`src/inc/fcb_pkg.sv`:
```
// Package with command codes, sequence offsets and timing for the flash command host
package fcb_pkg;
    // Bus widths
    localparam int ADDR_W = 24;
    localparam int DATA_W = 16;
    // Unlock addresses, word mode and byte mode
    localparam logic [23:0] UNLK1_WADDR = 24'h000555;
    localparam logic [23:0] UNLK2_WADDR = 24'h0002AA;
    localparam logic [23:0] UNLK1_BADDR = 24'h000AAA;
    localparam logic [23:0] UNLK2_BADDR = 24'h000555;
    // Command codes
    localparam logic [15:0] CMD_UNLK1   = 16'h00AA;
    localparam logic [15:0] CMD_UNLK2   = 16'h0055;
    localparam logic [15:0] CMD_EXTFN   = 16'h00EB;
    localparam logic [15:0] CMD_CRC     = 16'h0027;
    localparam logic [15:0] CMD_CONFIRM = 16'h0029;
    localparam logic [15:0] CMD_BYPASS  = 16'h0020;
    localparam logic [15:0] CMD_BYRST1  = 16'h0090;
    localparam logic [15:0] CMD_BYRST2  = 16'h0000;
    // Data counts and option words
    localparam logic [15:0] CNT_CHIP_W  = 16'h0004;
    localparam logic [15:0] CNT_CHIP_B  = 16'h0009;
    localparam logic [15:0] CNT_RANGE_W = 16'h000A;
    localparam logic [15:0] CNT_RANGE_B = 16'h0015;
    localparam logic [15:0] OPT_CHIP    = 16'hFFFF;
    localparam logic [15:0] OPT_RANGE   = 16'hFFFE;
    // Word offsets inside the sequence
    localparam logic [23:0] OFF_CRC0    = 24'h000001;
    localparam logic [23:0] OFF_START_L = 24'h000005;
    localparam logic [23:0] OFF_RSVD1   = 24'h000007;
    localparam logic [23:0] OFF_STOP_L  = 24'h000008;
    localparam logic [23:0] OFF_RSVD2   = 24'h00000A;
    // Status bit positions in the polling word
    localparam int FAIL_BIT  = 5;
    localparam int TOGL_BIT  = 6;
    // Bus cycle timing
    localparam int CLK_NS    = 20;
    localparam int TWP_NS    = 50;   // Write strobe low time
    localparam int TRD_NS    = 80;   // Read access allowance
    localparam int TWP_CYC   = (TWP_NS + CLK_NS - 1) / CLK_NS;
    localparam int TRD_CYC   = (TRD_NS + CLK_NS - 1) / CLK_NS;
    // Host operations
    typedef enum logic [1:0] {
        FCB_OP_CRC_CHIP  = 2'b00,
        FCB_OP_CRC_RANGE = 2'b01,
        FCB_OP_BYP_ENTER = 2'b10,
        FCB_OP_BYP_EXIT  = 2'b11
    } fcb_op_t;
endpackage

```
`src/inc/fcb_cyc_if.sv`:
```
// Interface between the sequencer and the flash bus cycle engine
`timescale 1ns/100ps
`default_nettype none
interface fcb_cyc_if;
    logic        req;   // Start a bus cycle
    logic        wr;    // One for write, zero for read
    logic [23:0] addr;  // Cycle address
    logic [15:0] wdata; // Write data
    logic        done;  // Cycle finished pulse
    logic [15:0] rdata; // Read data, valid with done
    modport seq (output req, wr, addr, wdata, input done, rdata);
    modport eng (input req, wr, addr, wdata, output done, rdata);
endinterface
`default_nettype wire

```
`src/core/fcb_cycle.sv`:
```
// Flash bus cycle engine: one write or read cycle on the parallel pins
`timescale 1ns/100ps
`default_nettype none
module fcb_cycle (
    input  wire logic  mclk_in,     // System clock
    input  wire logic  resetn_in,   // Synchronous reset, active low
    input  wire logic  ce_in,       // Clock enable
    fcb_cyc_if.eng     cyc,         // Cycle requests
    output logic [23:0] fa_out,     // Flash address
    output logic [15:0] fdq_out,    // Flash data out
    output logic        fdq_oe_out, // Data drive enable
    input  wire logic [15:0] fdq_in,// Flash data in
    output logic        fce_n_out,  // Chip enable, low active
    output logic        fwe_n_out,  // Write enable, low active
    output logic        foe_n_out   // Output enable, low active
);
    localparam logic [3:0] WCNT = 4'(fcb_pkg::TWP_CYC);
    localparam logic [3:0] RCNT = 4'(fcb_pkg::TRD_CYC);
    logic        busy_r;            // Cycle in progress
    logic        wr_r;              // Cycle type
    logic [3:0]  cnt_r;             // Strobe timer
    logic [15:0] s1_r, s2_r;        // Read data synchroniser
    logic        done_r;            // Finish pulse
    logic [15:0] rd_r;              // Captured read data
    logic        last;              // Timer expired
    assign last = busy_r && (cnt_r == 4'h0);
    assign cyc.done  = done_r;
    assign cyc.rdata = rd_r;
    assign fce_n_out = ~busy_r;
    assign fwe_n_out = ~(busy_r && wr_r);
    assign foe_n_out = ~(busy_r && !wr_r);
    assign fdq_oe_out = busy_r && wr_r;
    // Pins sampled through two flops; timer exceeds the two-cycle lag
    always_ff @(posedge mclk_in) begin
        if (ce_in) begin
            s1_r <= fdq_in;
            s2_r <= s1_r;
        end
    end
    // Cycle timer and pin drive
    always_ff @(posedge mclk_in) begin
        if (!resetn_in) begin
            busy_r <= 1'b0;
            wr_r <= 1'b0;
            cnt_r <= 4'h0;
            done_r <= 1'b0;
            rd_r <= 16'h0000;
            fa_out <= 24'h000000;
            fdq_out <= 16'h0000;
        end else if (ce_in) begin
            done_r <= last;
            if (last) begin
                busy_r <= 1'b0;
                rd_r <= s2_r;
            end else if (busy_r) begin
                cnt_r <= cnt_r - 4'h1;
            end else if (cyc.req && !done_r) begin
                busy_r <= 1'b1;
                wr_r <= cyc.wr;
                fa_out <= cyc.addr;
                fdq_out <= cyc.wdata;
                cnt_r <= cyc.wr ? WCNT : RCNT + 4'h2;
            end
        end
    end
endmodule
`default_nettype wire

```
`src/core/fcb_host.sv`:
```
// Host controller issuing CRC check and unlock bypass sequences to a parallel flash
`timescale 1ns/100ps
`default_nettype none
module fcb_host (
    input  wire logic        mclk_in,       // System clock, 50 MHz
    input  wire logic        resetn_in,     // Synchronous reset, active low
    input  wire logic        ce_in,         // Clock enable
    input  wire logic        start_in,      // Start an operation pulse
    input  wire logic [1:0]  op_in,         // Operation, see fcb_op_t
    input  wire logic        byte_mode_in,  // One selects byte-wide bus
    input  wire logic [63:0] crc_exp_in,    // Expected CRC
    input  wire logic [31:0] start_addr_in, // Range start, byte address
    input  wire logic [31:0] stop_addr_in,  // Range stop, byte address
    output logic             busy_out,      // Operation in progress
    output logic             done_out,      // Operation finished pulse
    output logic             crc_fail_out,  // Last CRC check failed
    output logic             bypass_out,    // Bypass entered by command
    output logic [23:0]      fa_out,        // Flash address
    output logic [15:0]      fdq_out,       // Flash data out
    output logic             fdq_oe_out,    // Data drive enable
    input  wire logic [15:0] fdq_in,        // Flash data in
    output logic             fce_n_out,     // Chip enable, low active
    output logic             fwe_n_out,     // Write enable, low active
    output logic             foe_n_out,     // Output enable, low active
    output logic             hv_req_out     // High voltage request, always low
);
    typedef enum logic [2:0] {
        FCB_IDLE = 3'b000,
        FCB_WORD = 3'b001,  // Emit word of sequence
        FCB_LOB  = 3'b010,  // Byte mode low half
        FCB_HIB  = 3'b011,  // Byte mode high half
        FCB_POLL = 3'b100,  // Status read
        FCB_FIN  = 3'b101
    } fcb_st_t;

    fcb_cyc_if cyc ();
    fcb_st_t     st_r;         // Sequencer state
    logic [4:0]  idx_r;        // Step in sequence
    logic [1:0]  op_r;         // Latched operation
    logic        bm_r;         // Latched byte mode
    logic [15:0] prev_r;       // Previous poll read
    logic        pvld_r;       // Previous poll valid
    logic        fail_r;       // Failure flag
    logic        byp_r;        // Bypass mode state
    logic        issued_r;     // Cycle requested and pending
    logic [23:0] s_addr;       // Address of current step
    logic [15:0] s_data;       // Data of current step
    logic [4:0]  s_last;       // Last step index
    logic        s_bytes;      // Step split in byte mode
    logic        s_cmd;        // Step is command, unlock address
    logic [15:0] rd;           // Poll read data
    logic        toggling;     // Toggle bit still moving

    // Step table: one function decodes index to offset and data
    // CRC and address inputs are read live, not latched at start, so the
    // caller must hold them steady until done; this saves 128 flops
    function automatic logic [39:0] step(input logic [4:0] i, input logic [1:0] op,
                                         input logic bm);
        logic [15:0] d;
        logic [23:0] a;
        d = 16'h0000;
        a = 24'h000000;
        if (op == 2'(fcb_pkg::FCB_OP_BYP_EXIT)) begin
            d = (i == 5'h0) ? fcb_pkg::CMD_BYRST1 : fcb_pkg::CMD_BYRST2;
        end else begin
            unique case (i)
                5'h00: d = fcb_pkg::CMD_UNLK1;
                5'h01: d = fcb_pkg::CMD_UNLK2;
                5'h02: d = (op == 2'(fcb_pkg::FCB_OP_BYP_ENTER)) ? fcb_pkg::CMD_BYPASS
                                                                  : fcb_pkg::CMD_EXTFN;
                5'h03: d = fcb_pkg::CMD_CRC;
                5'h04: d = op[0] ? (bm ? fcb_pkg::CNT_RANGE_B : fcb_pkg::CNT_RANGE_W)
                                 : (bm ? fcb_pkg::CNT_CHIP_B : fcb_pkg::CNT_CHIP_W);
                5'h05: d = op[0] ? fcb_pkg::OPT_RANGE : fcb_pkg::OPT_CHIP;
                5'h06, 5'h07, 5'h08, 5'h09: begin
                    a = fcb_pkg::OFF_CRC0 + 24'(i - 5'h06);
                    d = crc_exp_in[16*(i-5'h06) +: 16];
                end
                5'h0A, 5'h0B: begin
                    a = fcb_pkg::OFF_START_L + 24'(i - 5'h0A);
                    d = start_addr_in[16*(i-5'h0A) +: 16];
                end
                5'h0C: a = fcb_pkg::OFF_RSVD1;
                5'h0D, 5'h0E: begin
                    a = fcb_pkg::OFF_STOP_L + 24'(i - 5'h0D);
                    d = stop_addr_in[16*(i-5'h0D) +: 16];
                end
                5'h0F: a = fcb_pkg::OFF_RSVD2;
                default: d = fcb_pkg::CMD_CONFIRM;
            endcase
        end
        return {a, d};
    endfunction

    // Range steps skipped for a chip check; confirm sits at index 16
    assign {s_addr, s_data} = step(idx_r, op_r, bm_r);
    assign s_last  = (op_r == 2'(fcb_pkg::FCB_OP_BYP_EXIT)) ? 5'h01 :
                     (op_r == 2'(fcb_pkg::FCB_OP_BYP_ENTER)) ? 5'h02 : 5'h10;
    assign s_bytes = bm_r && ((idx_r == 5'h05) || (idx_r >= 5'h06 && idx_r <= 5'h0F));
    assign s_cmd   = (idx_r <= 5'h01) && (op_r != 2'(fcb_pkg::FCB_OP_BYP_EXIT));
    assign rd      = cyc.rdata;
    assign toggling = pvld_r && (rd[fcb_pkg::TOGL_BIT] != prev_r[fcb_pkg::TOGL_BIT]);

    // Bus cycle request built from the current step
    // A split step issues no full-width write; only its two byte halves go out
    assign cyc.req = ((st_r == FCB_WORD && !s_bytes) || st_r == FCB_LOB || st_r == FCB_HIB ||
                      st_r == FCB_POLL) && !issued_r;
    assign cyc.wr  = (st_r != FCB_POLL);
    assign cyc.wdata = (st_r == FCB_HIB) ? {8'h00, s_data[15:8]} :
                       (st_r == FCB_LOB) ? {8'h00, s_data[7:0]} : s_data;
    assign cyc.addr = s_cmd ? (bm_r ? (idx_r[0] ? fcb_pkg::UNLK2_BADDR : fcb_pkg::UNLK1_BADDR)
                                    : (idx_r[0] ? fcb_pkg::UNLK2_WADDR : fcb_pkg::UNLK1_WADDR))
                    : (st_r == FCB_LOB) ? {s_addr[22:0], 1'b0} :
                      (st_r == FCB_HIB) ? {s_addr[22:0], 1'b1} : s_addr;

    assign busy_out     = (st_r != FCB_IDLE);
    assign crc_fail_out = fail_r;
    assign bypass_out   = byp_r;
    assign hv_req_out   = 1'b0;  // Bypass by command only, no high voltage

    fcb_cycle u_cyc (
        .mclk_in    (mclk_in),
        .resetn_in  (resetn_in),
        .ce_in      (ce_in),
        .cyc        (cyc.eng),
        .fa_out     (fa_out),
        .fdq_out    (fdq_out),
        .fdq_oe_out (fdq_oe_out),
        .fdq_in     (fdq_in),
        .fce_n_out  (fce_n_out),
        .fwe_n_out  (fwe_n_out),
        .foe_n_out  (foe_n_out)
    );

    // Sequencer: walk steps, split bytes, then poll for CRC ops
    always_ff @(posedge mclk_in) begin
        if (!resetn_in) begin
            st_r <= FCB_IDLE;
            idx_r <= 5'h00;
            op_r <= 2'b00;
            bm_r <= 1'b0;
            prev_r <= 16'h0000;
            pvld_r <= 1'b0;
            fail_r <= 1'b0;
            byp_r <= 1'b0;
            issued_r <= 1'b0;
            done_out <= 1'b0;
        end else if (ce_in) begin
            done_out <= 1'b0;
            if (cyc.req)
                issued_r <= 1'b1;
            if (cyc.done)
                issued_r <= 1'b0;
            unique case (st_r)
                FCB_IDLE: if (start_in) begin
                    op_r <= op_in;
                    bm_r <= byte_mode_in;
                    idx_r <= 5'h00;
                    pvld_r <= 1'b0;
                    st_r <= FCB_WORD;
                end
                FCB_WORD, FCB_HIB: begin
                    if (st_r == FCB_WORD && s_bytes) begin
                        // Split step goes straight to its low byte, no wide write first
                        st_r <= FCB_LOB;
                    end else if (cyc.done) begin
                        if (idx_r == s_last)
                            st_r <= op_r[1] ? FCB_FIN : FCB_POLL;
                        else begin
                            // Chip check jumps from last CRC word to confirm
                            idx_r <= (!op_r[0] && idx_r == 5'h09) ? 5'h10 : idx_r + 5'h01;
                            st_r <= FCB_WORD;
                        end
                    end
                end
                FCB_LOB: if (cyc.done)
                    st_r <= FCB_HIB;
                // Two equal toggle reads mean the device is idle again
                FCB_POLL: if (cyc.done) begin
                    prev_r <= rd;
                    pvld_r <= 1'b1;
                    if (pvld_r && !toggling) begin
                        fail_r <= rd[fcb_pkg::FAIL_BIT];
                        st_r <= FCB_FIN;
                    end
                end
                FCB_FIN: begin
                    // Bypass flag follows the command just sent; CRC ops leave it
                    done_out <= 1'b1;
                    if (op_r == 2'(fcb_pkg::FCB_OP_BYP_ENTER))
                        byp_r <= 1'b1;
                    if (op_r == 2'(fcb_pkg::FCB_OP_BYP_EXIT))
                        byp_r <= 1'b0;
                    st_r <= FCB_IDLE;
                end
                default: st_r <= FCB_IDLE;
            endcase
        end
    end
endmodule
`default_nettype wire

```
`config.mk`:
```
export PLATFORM = sky130hd
export DESIGN_NAME = fcb_host
export DESIGN_NICKNAME = d
export VERILOG_FILES = /design/src/inc/fcb_pkg.sv /design/src/inc/fcb_cyc_if.sv /design/src/core/fcb_cycle.sv /design/src/core/fcb_host.sv
export SDC_FILE = /design/constraint.sdc
export NUM_CORES = 1
export LEC_CHECK = 0
export BUFFER_PORTS_ARGS = -buffer_cell sky130_fd_sc_hd__buf_2
export CAP_MARGIN = 15
export CORE_MARGIN = 2
export CORE_UTILIZATION = 44
export CTS_CLUSTER_SIZE = 8
export DETAILED_ROUTE_END_ITERATION = 16
export PLACE_DENSITY = 0.76
export RECOVER_POWER = 50
export SKIP_LAST_GASP = 1
export SLEW_MARGIN = 40
export SYNTH_ARGS = -nofsm -noshare
export SYNTH_HDL_FRONTEND = slang
export SYNTH_SLANG_ARGS = --single-unit
```
`constraint.sdc`:
```
create_clock -name mclk_in -period 2.8 [get_ports mclk_in]
set_input_delay 0.14 -clock mclk_in [delete_from_list [all_inputs] [get_ports mclk_in]]
set_output_delay 0.14 -clock mclk_in [all_outputs]
set_load 0.03 [all_outputs]
```
==> metrics.md, run 1 <==
| Metric | Value |
|---|---|
| Status | completed |
| ANT nets after route | 0 |
| CP startpoint kind | flip-flop |
| Non-Filler Instances | 925 |
| Vias | 5,286 |
| #FFs+latches synth | 57 |
| Number of global-route vias before repair | 5,100 |
| Port Buffers | 184 |
| Most common cell after layout, fill and taps aside | buf_2 |
| Synthesized instance count | 599 |
| Final Hold Vio Count | 0 |
| Final net count | 944 |
| Slowest CP cell | a2111o_1 |
| Mapped Area | 5130 um^2 |
| DP Area | 6090 um^2 |
| Power Total | 2.46 mW |
| Post-detail-place hpwl | 12.6 mm |
| Grt total ovfl | 0 |
| Synth-to-Final Area Change | 23.9% |
| Antenna cells | 0 |
| Worst Clk Skew | 0.00397 ns |
| Synth Area in XOR/XNOR | 1.71% |
| Adder-cell share of the synthesized area | 3.90% |
| TritonCTS clock tree | yes |
| Initial drt markers | 471 |
| Top cell type's share of synthesized area | 20.7% |
| Unrepaired setup endpoints after global routing | true |
| Bufs and invs on worst path | 1 |
| Hold Slack | 0.0519 ns |
| Routed wire per std cell | 17.5 um |
| Hold Crit Depth | 3 |
| Mapped Nets | 766 |
| Setup violations, final | 0 |
| Post-Synth Simple-Gate Area | 19.4% |
| Required time of the worst setup path | 2.99 ns |
| Mux contribution to synthesized area | 13.4% |
| Die X | 112 um |
| CP Depth | 9 |
| Initial Util | 45.0% |
| Most frequent cells in the layout | buf_2 (141), nand2_1 (56), dfxtp_1 (52), a21oi_1 (48), clkbuf_1 (45) |
| Die height | 112 um |
| I/O pin count | 200 |
| Synth warnings | 0 |
| Final instance area | 6360 um^2 |
| Vias/cell | 5.71 |
| H-tree lvl count | 3 |
| Critical path's top delay family | compound AO/OA/AOI/OAI gates |
| Cell count after placement | 902 |
| Seq/Total Area, Yosys | 23.0% |
| Site Rows | 39 |
| Post-synthesis compound-gate area fraction | 27.8% |
| Final cycle utilization of the critical path | 95.3% |
| Crit path max fanout | 13 |
| Worst vdd rail ir drop | 0.000295 V |
| CP cell instances | ha_1, and3_1, ha_1, inv_1, a32o_2, nand3_2, a2111o_1, a21oi_1, a311oi_1 |
| Core Area | 11,400 um^2 |
| Tmin final | 2.67 ns |
| Reg area | 1180 um^2 |
| Number of enable flip-flop cells after synthesis | 4 |
| Worst Setup Path Type | flip-flop to flip-flop |
| Post-synth top flop | dfxtp_1 |
| Area of the multi-input gates | 3420 um^2 |
| Yosys top cell by area | dfxtp_1 |
| Clk sinks | 57 |
| Largest family of logic cells by synthesized area | compound AO/OA/AOI/OAI gates |
| WP data arrival | 2.86 ns |
| Clock buffers created by TritonCTS | 9 |
| Die Area | 12,500 um^2 |
| Most used cell, CP | ha_1 |
| Max incr delay on CP | 0.63 ns |
| Syn_area_per_cell | 8.57 um^2 |
| Post-route DRC | 0 |
| # fillers | 1,091 |
| Clk_lat worst skew | 0.32 ns |
| Gpl congestion | 0.988 |
| Worst slew pin tran | 0.753 ns |
| Final-report max-slew violation count | 0 |
| Pre-antenna DRT Iters | 7 |
| Clock Path Buffers | 2 |
| Crit path capture type | flip-flop |
| FMAX | 375 MHz |
| Root Buffer | clkbuf_16 |
| FFs w/ async S/R, synth | 0% |
| First-pass GRT wire length | 25.3 mm |
| Post-synth cell types | 95 |
| Reg2Reg Depth | 9 |
| GRT Resource Usage Total | 25.0% |
| MaxCap Viol Count | 0 |
| Leak pwr | 2.59 nW |
| Pin count of the biggest net entering global routing | 53 |
| Clk pin slew, worst setup/hold paths | 0.05 ns |
| Power density over the cells | 387 nW/um^2 |
| Initial antenna violation count | 0 |
| Synth top area cells | dfxtp_1 (21%), mux4_2 (6.6%), mux2_2 (5.5%) |
| Share of cells above drive strength 1 | 36.6% |
| Hold Crit Class | input port to flip-flop |
| Relative slew slack | 49.6% |
| Drt total wl | 16.2 mm |
cell usage after synthesis, types with 4 or more instances:
cell,n
nand2_1,56
dfxtp_1,53
a21oi_1,49
nor2_1,39
inv_1,30
mux2_2,25
buf_4,21
o21ai_0,18
ha_1,16
mux4_2,15
nand3_1,15
clkbuf_1,13
nor3_1,12
o21ai_1,12
a22oi_1,11
buf_2,11
a31oi_1,9
buf_6,9
a211oi_1,7
mux2i_1,7
nand2b_1,7
a221oi_1,6
a311oi_1,6
o211ai_2,6
or3_1,6
xnor2_1,6
nand4_1,5
nor2b_1,5
o211ai_1,5
o22ai_1,5
edfxtp_1,4
nor4_1,4
o2111ai_1,4
o31ai_1,4
xor2_1,4
through the flow:
| step | utilization (%) | setup WS [ns] | TNS (ns) |
|---|---|---|---|
| 2_1_floorplan | - | 0.0513 | 0 |
| 3_3_place_gp | 53.3 | 0.189 | 0 |
| 3_5_place_dp | 53.3 | 0.190 | 0 |
| 4_1_cts | 55.8 | 0.187 | 0 |
| 5_1_grt | 55.7 | -0.00231 | -0.00231 |
| 6_report | 55.7 | 0.130 | 0 |
metal layers:
layer | wire length (um) | share of wire [%] | global-route usage, % | vias up
li1 | - | - | - | 2581
met1 | 6410 | 40 | 29.5 | 2432
met2 | 8120 | 50 | 45.5 | 234
met3 | 1130 | 7.0 | 4.32 | 39
met4 | 524 | 3.2 | 9.27 | 0
met5 | 0 | 0 | 0 | -
final cells by class:
type                    instances  share of cell area (%)
clock buffers                  10                    3.60
clock inverters                 6                   0.551
inverters                      31                    1.83
multi-input cells             452                    53.8
flip-flops and latches         57                    18.6
well taps                     143                    2.81
repair buffers                226                    18.8
worst min-delay path, delay by kind of cell:
kind | cells | cell delay, ns
AND/OR/NAND/NOR | 1 | 0.07
multiplexers | 1 | 0.05
buffers and inverters | 1 | 0.07
where the power goes:
group | switching, mW | internal, mW | total [mW] | leakage, nW
clock | 0.378 | 0.591 | 0.968 | 0.128
sequential | 0.0481 | 0.875 | 0.923 | 0.470
combinational | 0.328 | 0.242 | 0.570 | 1.99
total | 0.754 | 1.71 | 2.46 | 2.59
state kept, by name, summed over array words and instances (netlist names):
signal           flops
bm_r                 1
u_cyc.fdq_out       16
u_cyc.busy_r         1
u_cyc.cnt_r          4
crc_fail_out         1
u_cyc.s1_r           2
u_cyc.wr_r           1
u_cyc.fa_out        11
idx_r                5
st_r                 3
u_cyc.cyc.rdata      2
pvld_r               1
u_cyc.cyc.done       1
prev_r               1
bypass_out           1
op_r                 2
issued_r             1
done_out             1
u_cyc.s2_r           2
kinds of logic after synthesis:
| family | Yosys count |
|---|---|
| buf+inv | 90 |
| mux | 47 |
| other cells | 1 |
| xor+xnor | 10 |
| fa+ha+maj | 16 |
| simple gates | 186 |
| flops | 57 |
| compound gates | 192 |
worst paths after layout:
kind | start | endpoint | slack, ns
max reg2reg | idx_r[0] | u_cyc.fa_out[4] | 0.13
min | op_in[1] | op_r[1] | 0.05
max | idx_r[0] | u_cyc.fa_out[4] | 0.13
min reg2reg | u_cyc.s1_r[6] | u_cyc.s2_r[6] | 0.42
repair_timing:
item | 4_1_cts | 5_1_grt
endpoints found under the setup margin | 0 | 6
hold buffers | 2 | 0
hold endpoints to repair | 2 | 0
buffers inserted | 0 | 5
resized for setup | 0 | 3
Note: power is estimated with default switching activity, not from simulation.
==> run 2, diff against run 1 <==
Settings changed: PLACE_DENSITY 0.76 to 0.8.
Clock period 2.8 ns to 3.17 ns, I/O delays scaled along.
==> run 2 against run 1 <==
Sequential power decreased by 11%; critical path depth unchanged; worst hold slack improved by 0.012 ns; setup slack better by 0.30 ns; combinational power decreased by 14%; die area unchanged; largest cell class unchanged; highest routed layer unchanged; register-to-register slack gained 0.30 ns; critical endpoint is now u_cyc.fdq_out[2]; first-iteration DRC count rose by 12%; final area decreased by 2.1%.
==> metrics.md, run 2 (same netlist as run 1, synthesis figures left out) <==
| Metric | Value |
|---|---|
| Status | completed |
| Sw Ratio | 29.2% |
| Worst Clk Skew | 0.00564 ns |
| # resized after CTS | 0 |
| Max reg flops | 16 |
| MaxCap Viol Count | 0 |
| Antenna cells | 0 |
| Largest Register | u_cyc.fdq_out |
| Die height | 112 um |
| Share of cells above drive strength 1 | 33.9% |
| Hold Crit Class | input port to flip-flop |
| I/O pin count | 200 |
| Final Hold Vio Count | 0 |
| Crit path max fanout | 16 |
| Leak pwr | 2.51 nW |
| Power density over the cells | 358 nW/um^2 |
| Cell count after placement | 891 |
| Crit path capture type | flip-flop |
| Slowest CP cell | a2111o_1 |
| # fillers | 1,089 |
| Required time of the worst setup path | 3.38 ns |
| Setup violations, final | 0 |
| WP data arrival | 2.95 ns |
| Synth-to-Final Area Change | 21.4% |
| GRT Resource Usage Total | 25.2% |
| Die Area | 12,500 um^2 |
| Total setup buffers inserted after CTS | 0 |
| CTS Hold Buffers Added | 2 |
| Crit path launch | idx_r[1] |
| Post-detail-place hpwl | 12.6 mm |
| Worst r2r src | idx_r[1] |
| Final-report max-slew violation count | 0 |
| Psw | 0.651 mW |
| Reg2Reg Setup Slack | 0.43 ns |
| Initial Util | 45.0% |
| Gpl congestion | 0.933 |
| Biggest regs | u_cyc.fdq_out: 16 flops, u_cyc.fa_out: 11 flops, idx_r: 5 flops |
| Port Buffers | 184 |
| Vias | 5,355 |
| Hold Slack | 0.0636 ns |
| First-pass GRT wire length | 25.4 mm |
| Root Buffer | clkbuf_16 |
| Unrepaired setup endpoints after global routing | false |
| Die X | 112 um |
| Pint | 1.58 mW |
| Post-route setup slack | 0.426 ns |
| Drt total wl | 16.4 mm |
| Most frequent cells in the layout | buf_2 (137), nand2_1 (56), dfxtp_1 (52), clkbuf_1 (51), a21oi_1 (49) |
| H-tree lvl count | 3 |
| Initial drt markers | 527 |
| Most used cell, CP | a21oi_1 |
| ANT nets after route | 0 |
| TritonCTS clock tree | yes |
| Clock group share of total power | 41.3% |
| Area of the multi-input gates | 3410 um^2 |
| FF-to-FF End | u_cyc.fdq_out[2] |
| Worst slew pin tran | 0.822 ns |
| Worst vdd rail ir drop | 0.000472 V |
| Relative slew slack | 45.2% |
| FMAX | 364 MHz |
| Final cycle utilization of the critical path | 86.6% |
| Comb pwr share | 22.1% |
| Final core utilization | 54.6% |
| Initial antenna violation count | 0 |
| Grt total ovfl | 0 |
| Core Area | 11,400 um^2 |
| Setup TNS Final | 0 ns |
| Crit path to | u_cyc.fdq_out[2] |
| Tmin final | 2.74 ns |
| Worst Setup Path Type | flip-flop to flip-flop |
| Routed wire per std cell | 18.0 um |
| Site Rows | 39 |
| Final net count | 928 |
| Number of global-route vias before repair | 5,020 |
| Reg area | 1180 um^2 |
| Reg2Reg Depth | 9 |
| Clk_lat worst skew | 0.33 ns |
| Most common cell after layout, fill and taps aside | buf_2 |
| Vias/cell | 5.89 |
| Pre-antenna DRT Iters | 5 |
| Clk pin slew, worst setup/hold paths | 0.05 ns |
| Clock Path Buffers | 2 |
| Max incr delay on CP | 0.60 ns |
| Post-route DRC | 0 |
| Worst hold start | op_in[1] |
| Seq pwr share | 36.6% |
| Clock buffers created by TritonCTS | 9 |
| Non-Filler Instances | 909 |
| Setup WS pre-CTS | 0.482 ns |
| CP startpoint kind | flip-flop |
| Pin count of the biggest net entering global routing | 49 |
| CP cell instances | inv_1, ha_1, o21ai_1, a32o_2, nand3_2, a2111o_1, buf_4, a21oi_1, a21oi_1 |
| Clk sinks | 57 |
[run 2: cell count changes in the layout (fill, tap and decap cells not counted), sizes merged]
cell      change
clkbuf        +6
clkinvlp      -2
inv           -1
buf          -20
bufinv        +1
[run 2: metrics by stage]
step                power [mW]  instance area, um^2
floorplan                 1.16                 5130
global placement          1.32                 5990
detailed placement        1.32                 5990
CTS                       2.24                 6290
global route              2.32                 6230
finish                    2.23                 6230
[run 2: layer usage]
layer  up-vias  part of all wire, %  GRT usage, %
li1       2554                    -             -
met1      2477                   39          29.6
met2       269                   49          44.2
met3        55                  7.8          4.75
met4         0                  4.6          12.1
met5         -                    0             0
[run 2: worst min-delay path by stage]
stage / cells past startpoint / to / slack [ns]
after floorplan: 0 / u_cyc.s1_r[5] / 0.26
after global placement: 1 / u_cyc.s1_r[5] / 0.34
after detailed placement: 1 / u_cyc.s1_r[5] / 0.34
after CTS: 3 / op_r[1] / 0.06
after global routing: 3 / bm_r / 0.09
final: 3 / op_r[1] / 0.06
[run 2: worst max-delay path: cells and delay by family (launching register included)]
family / cells / cell delay [ns]
compound gates: 5 / 1.28
fa+ha+maj: 1 / 0.30
buf+inv: 2 / 0.48
flops: 1 / 0.44
simple gates: 1 / 0.13
[run 2: power by group through the flow]
stage	combinational, mW	sequential (mW)	clock, mW
2_1_floorplan	0.290	0.867	0
3_3_place_gp	0.488	0.828	0
3_5_place_dp	0.494	0.828	0
4_1_cts	0.500	0.815	0.928
5_1_grt	0.531	0.822	0.964
6_report	0.493	0.817	0.920
[run 2: layout make-up]
| class | count | area share, % |
|---|---|---|
| Clock buffer | 12 | 3.80 |
| Clock inverter | 4 | 0.723 |
| Inverter | 31 | 1.87 |
| Multi-Input combinational cell | 452 | 54.8 |
| Sequential cell | 57 | 19.0 |
| Tap cell | 143 | 2.87 |
| Timing Repair Buffer | 210 | 17.0 |
==> run 3, diff against run 2 <==
Settings changed: BUFFER_PORTS_ARGS -buffer_cell sky130_fd_sc_hd__buf_2 to default, DONT_BUFFER_PORTS from default to 1, PLACE_DENSITY 0.8 to 0.66.
==> run 3 against run 2 <==
The flow now finishes with violations (capacitance limit, slew limit); count of clock-buffer cells in the layout up 2; flip-flop and latch count unchanged; power fell by 1.4%; die area stayed put; setup slack got worse by 0.14 ns; largest cell class unchanged.
==> metrics.md, run 3 (same netlist as run 1, synthesis figures left out) <==
| Metric | Value |
|---|---|
| Status | complete, but fails checks |
| Failing checks | capacitance limit, slew limit |
| Clk pin slew, worst setup/hold paths | 0.05 ns |
| Required time of the worst setup path | 3.37 ns |
| Setup violations, final | 0 |
| Max incr delay on CP | 0.63 ns |
| Leak pwr | 1.97 nW |
| Hold Crit Class | input port to flip-flop |
| Power density over the cells | 402 nW/um^2 |
| Final core utilization | 47.9% |
| Final net count | 749 |
| I/O pin count | 200 |
| Area of the multi-input gates | 3410 um^2 |
| Most frequent cells in the layout | nand2_1 (56), dfxtp_1 (52), a21oi_1 (49), nor2_1 (40), inv_1 (29) |
| Biggest regs | u_cyc.fdq_out: 16 flops, u_cyc.fa_out: 11 flops, idx_r: 5 flops |
| Worst Clk Skew | 0.00791 ns |
| Routed wire per std cell | 22.3 um |
| Post-route setup slack | 0.290 ns |
| Core Area | 11,400 um^2 |
| Hold endpoint | st_r[1] |
| MaxCap Viol Count | 1 |
| Final cycle utilization of the critical path | 90.8% |
| Initial antenna violation count | 1 |
| Initial Util | 45.0% |
| Reg2Reg Depth | 8 |
| Die height | 112 um |
| Worst Setup Path Type | flip-flop to flip-flop |
| Slowest CP cell | a2111o_1 |
| Setup WS pre-CTS | 0.320 ns |
| Gpl congestion | 0.944 |
| Cell count after placement | 705 |
| Unrepaired setup endpoints after global routing | false |
| Non-Filler Instances | 731 |
| Number of global-route vias before repair | 4,700 |
| Largest Register | u_cyc.fdq_out |
| Initial drt markers | 287 |
| Crit path max fanout | 12 |
| Grt total ovfl | 0 |
| Pin count of the biggest net entering global routing | 44 |
| FF-to-FF End | u_cyc.fa_out[6] |
| Reg area | 1180 um^2 |
| H-tree lvl count | 3 |
| Worst hold start | resetn_in |
| Clk sinks | 57 |
| Post-detail-place hpwl | 12.5 mm |
| Max reg flops | 16 |
| Clock Path Buffers | 2 |
| ANT nets after route | 0 |
| Worst slew pin tran | 1.60 ns |
| Pre-antenna DRT Iters | 5 |
| Crit path launch | idx_r[1] |
| Post-route DRC | 0 |
| Port Buffers | 0 |
| Clk_lat worst skew | 0.32 ns |
| Synth-to-Final Area Change | 6.48% |
| Vias | 4,682 |
| # resized after CTS | 0 |
| Worst r2r src | idx_r[1] |
| Relative slew slack | -5.97% |
| Die X | 112 um |
| Final Hold Vio Count | 0 |
| CP startpoint kind | flip-flop |
| GRT Resource Usage Total | 25.6% |
| Most common cell after layout, fill and taps aside | nand2_1 |
| Setup TNS Final | 0 ns |
| Vias/cell | 6.40 |
| # fillers | 1,107 |
| TritonCTS clock tree | yes |
| Site Rows | 39 |
| First-pass GRT wire length | 25.5 mm |
| Drt total wl | 16.3 mm |
| CP cell instances | buf_4, ha_1, a31o_1, a32o_2, nand3_2, a2111o_1, nor4_1, nor3_1 |
| Tmin final | 2.88 ns |
| Root Buffer | clkbuf_16 |
| Final-report max-slew violation count | 1 |
| Die Area | 12,500 um^2 |
| Hold Crit Depth | 2 |
| Clock buffers created by TritonCTS | 9 |
| Reg2Reg Setup Slack | 0.29 ns |
| Share of cells above drive strength 1 | 21.0% |
| Total setup buffers inserted after CTS | 0 |
| FMAX | 347 MHz |
| Crit path capture type | flip-flop |
| Worst vdd rail ir drop | 0.000434 V |
| WP data arrival | 3.08 ns |
-- run 3: power breakdown --
group	switching [mW]	internal, mW	leakage, nW
registers	0.109	0.774	0.470
clock network	0.317	0.671	0.153
logic	0.186	0.141	1.35
total	0.613	1.58	1.97
-- run 3: routing by layer --
metal	GRT usage, %	up-vias	routed length (um)
met5	0	-	0
met4	9.92	0	643
met3	5.02	37	1100
li1	-	2193	-
met1	31.2	2235	6640
met2	44.7	217	7930
-- run 3: cell type report --
cell class / instances / area share, %
Timing Repair Buffer: 31 / 4.85
Sequential cell: 57 / 21.6
Antenna cell: 1 / 0.0458
Inverter: 31 / 2.13
Clock inverter: 2 / 0.641
Multi-Input combinational cell: 452 / 62.4
Clock buffer: 14 / 5.01
Tap cell: 143 / 3.27
-- run 3: worst max path at each step --
stage / end / slack (ns)
after floorplan: u_cyc.fa_out[5] / 0.30
after global placement: u_cyc.fdq_out[11] / 0.30
after detailed placement: u_cyc.fa_out[6] / 0.32
after CTS: u_cyc.fa_out[6] / 0.31
after global routing: u_cyc.fa_out[6] / 0.1
final: u_cyc.fa_out[6] / 0.29
-- run 3: worst max-delay path, delay by kind of cell, from the launching register on --
kind / cells / cell delay [ns]
AO/OA/AOI/OAI: 3 / 1.00
adder cells (fa/ha/maj): 1 / 0.43
flip-flops: 1 / 0.42
AND/OR/NAND/NOR: 3 / 0.70
buffers and inverters: 1 / 0.18
-- run 3: timing repair --
action	4_1_cts	5_1_grt
endpoints found under the hold margin	26	1
hold buffers	8	1
setup endpoints to repair	0	0
-- run 3: through the flow --
step	hold WS, ns	total power, mW	area, um^2
global route	0.0114	2.28	5470
CTS	0.00323	2.21	5490
detailed placement	0.257	1.21	5100
floorplan	0.257	1.16	5130
finish	0.0124	2.20	5470
global placement	0.257	1.20	5060
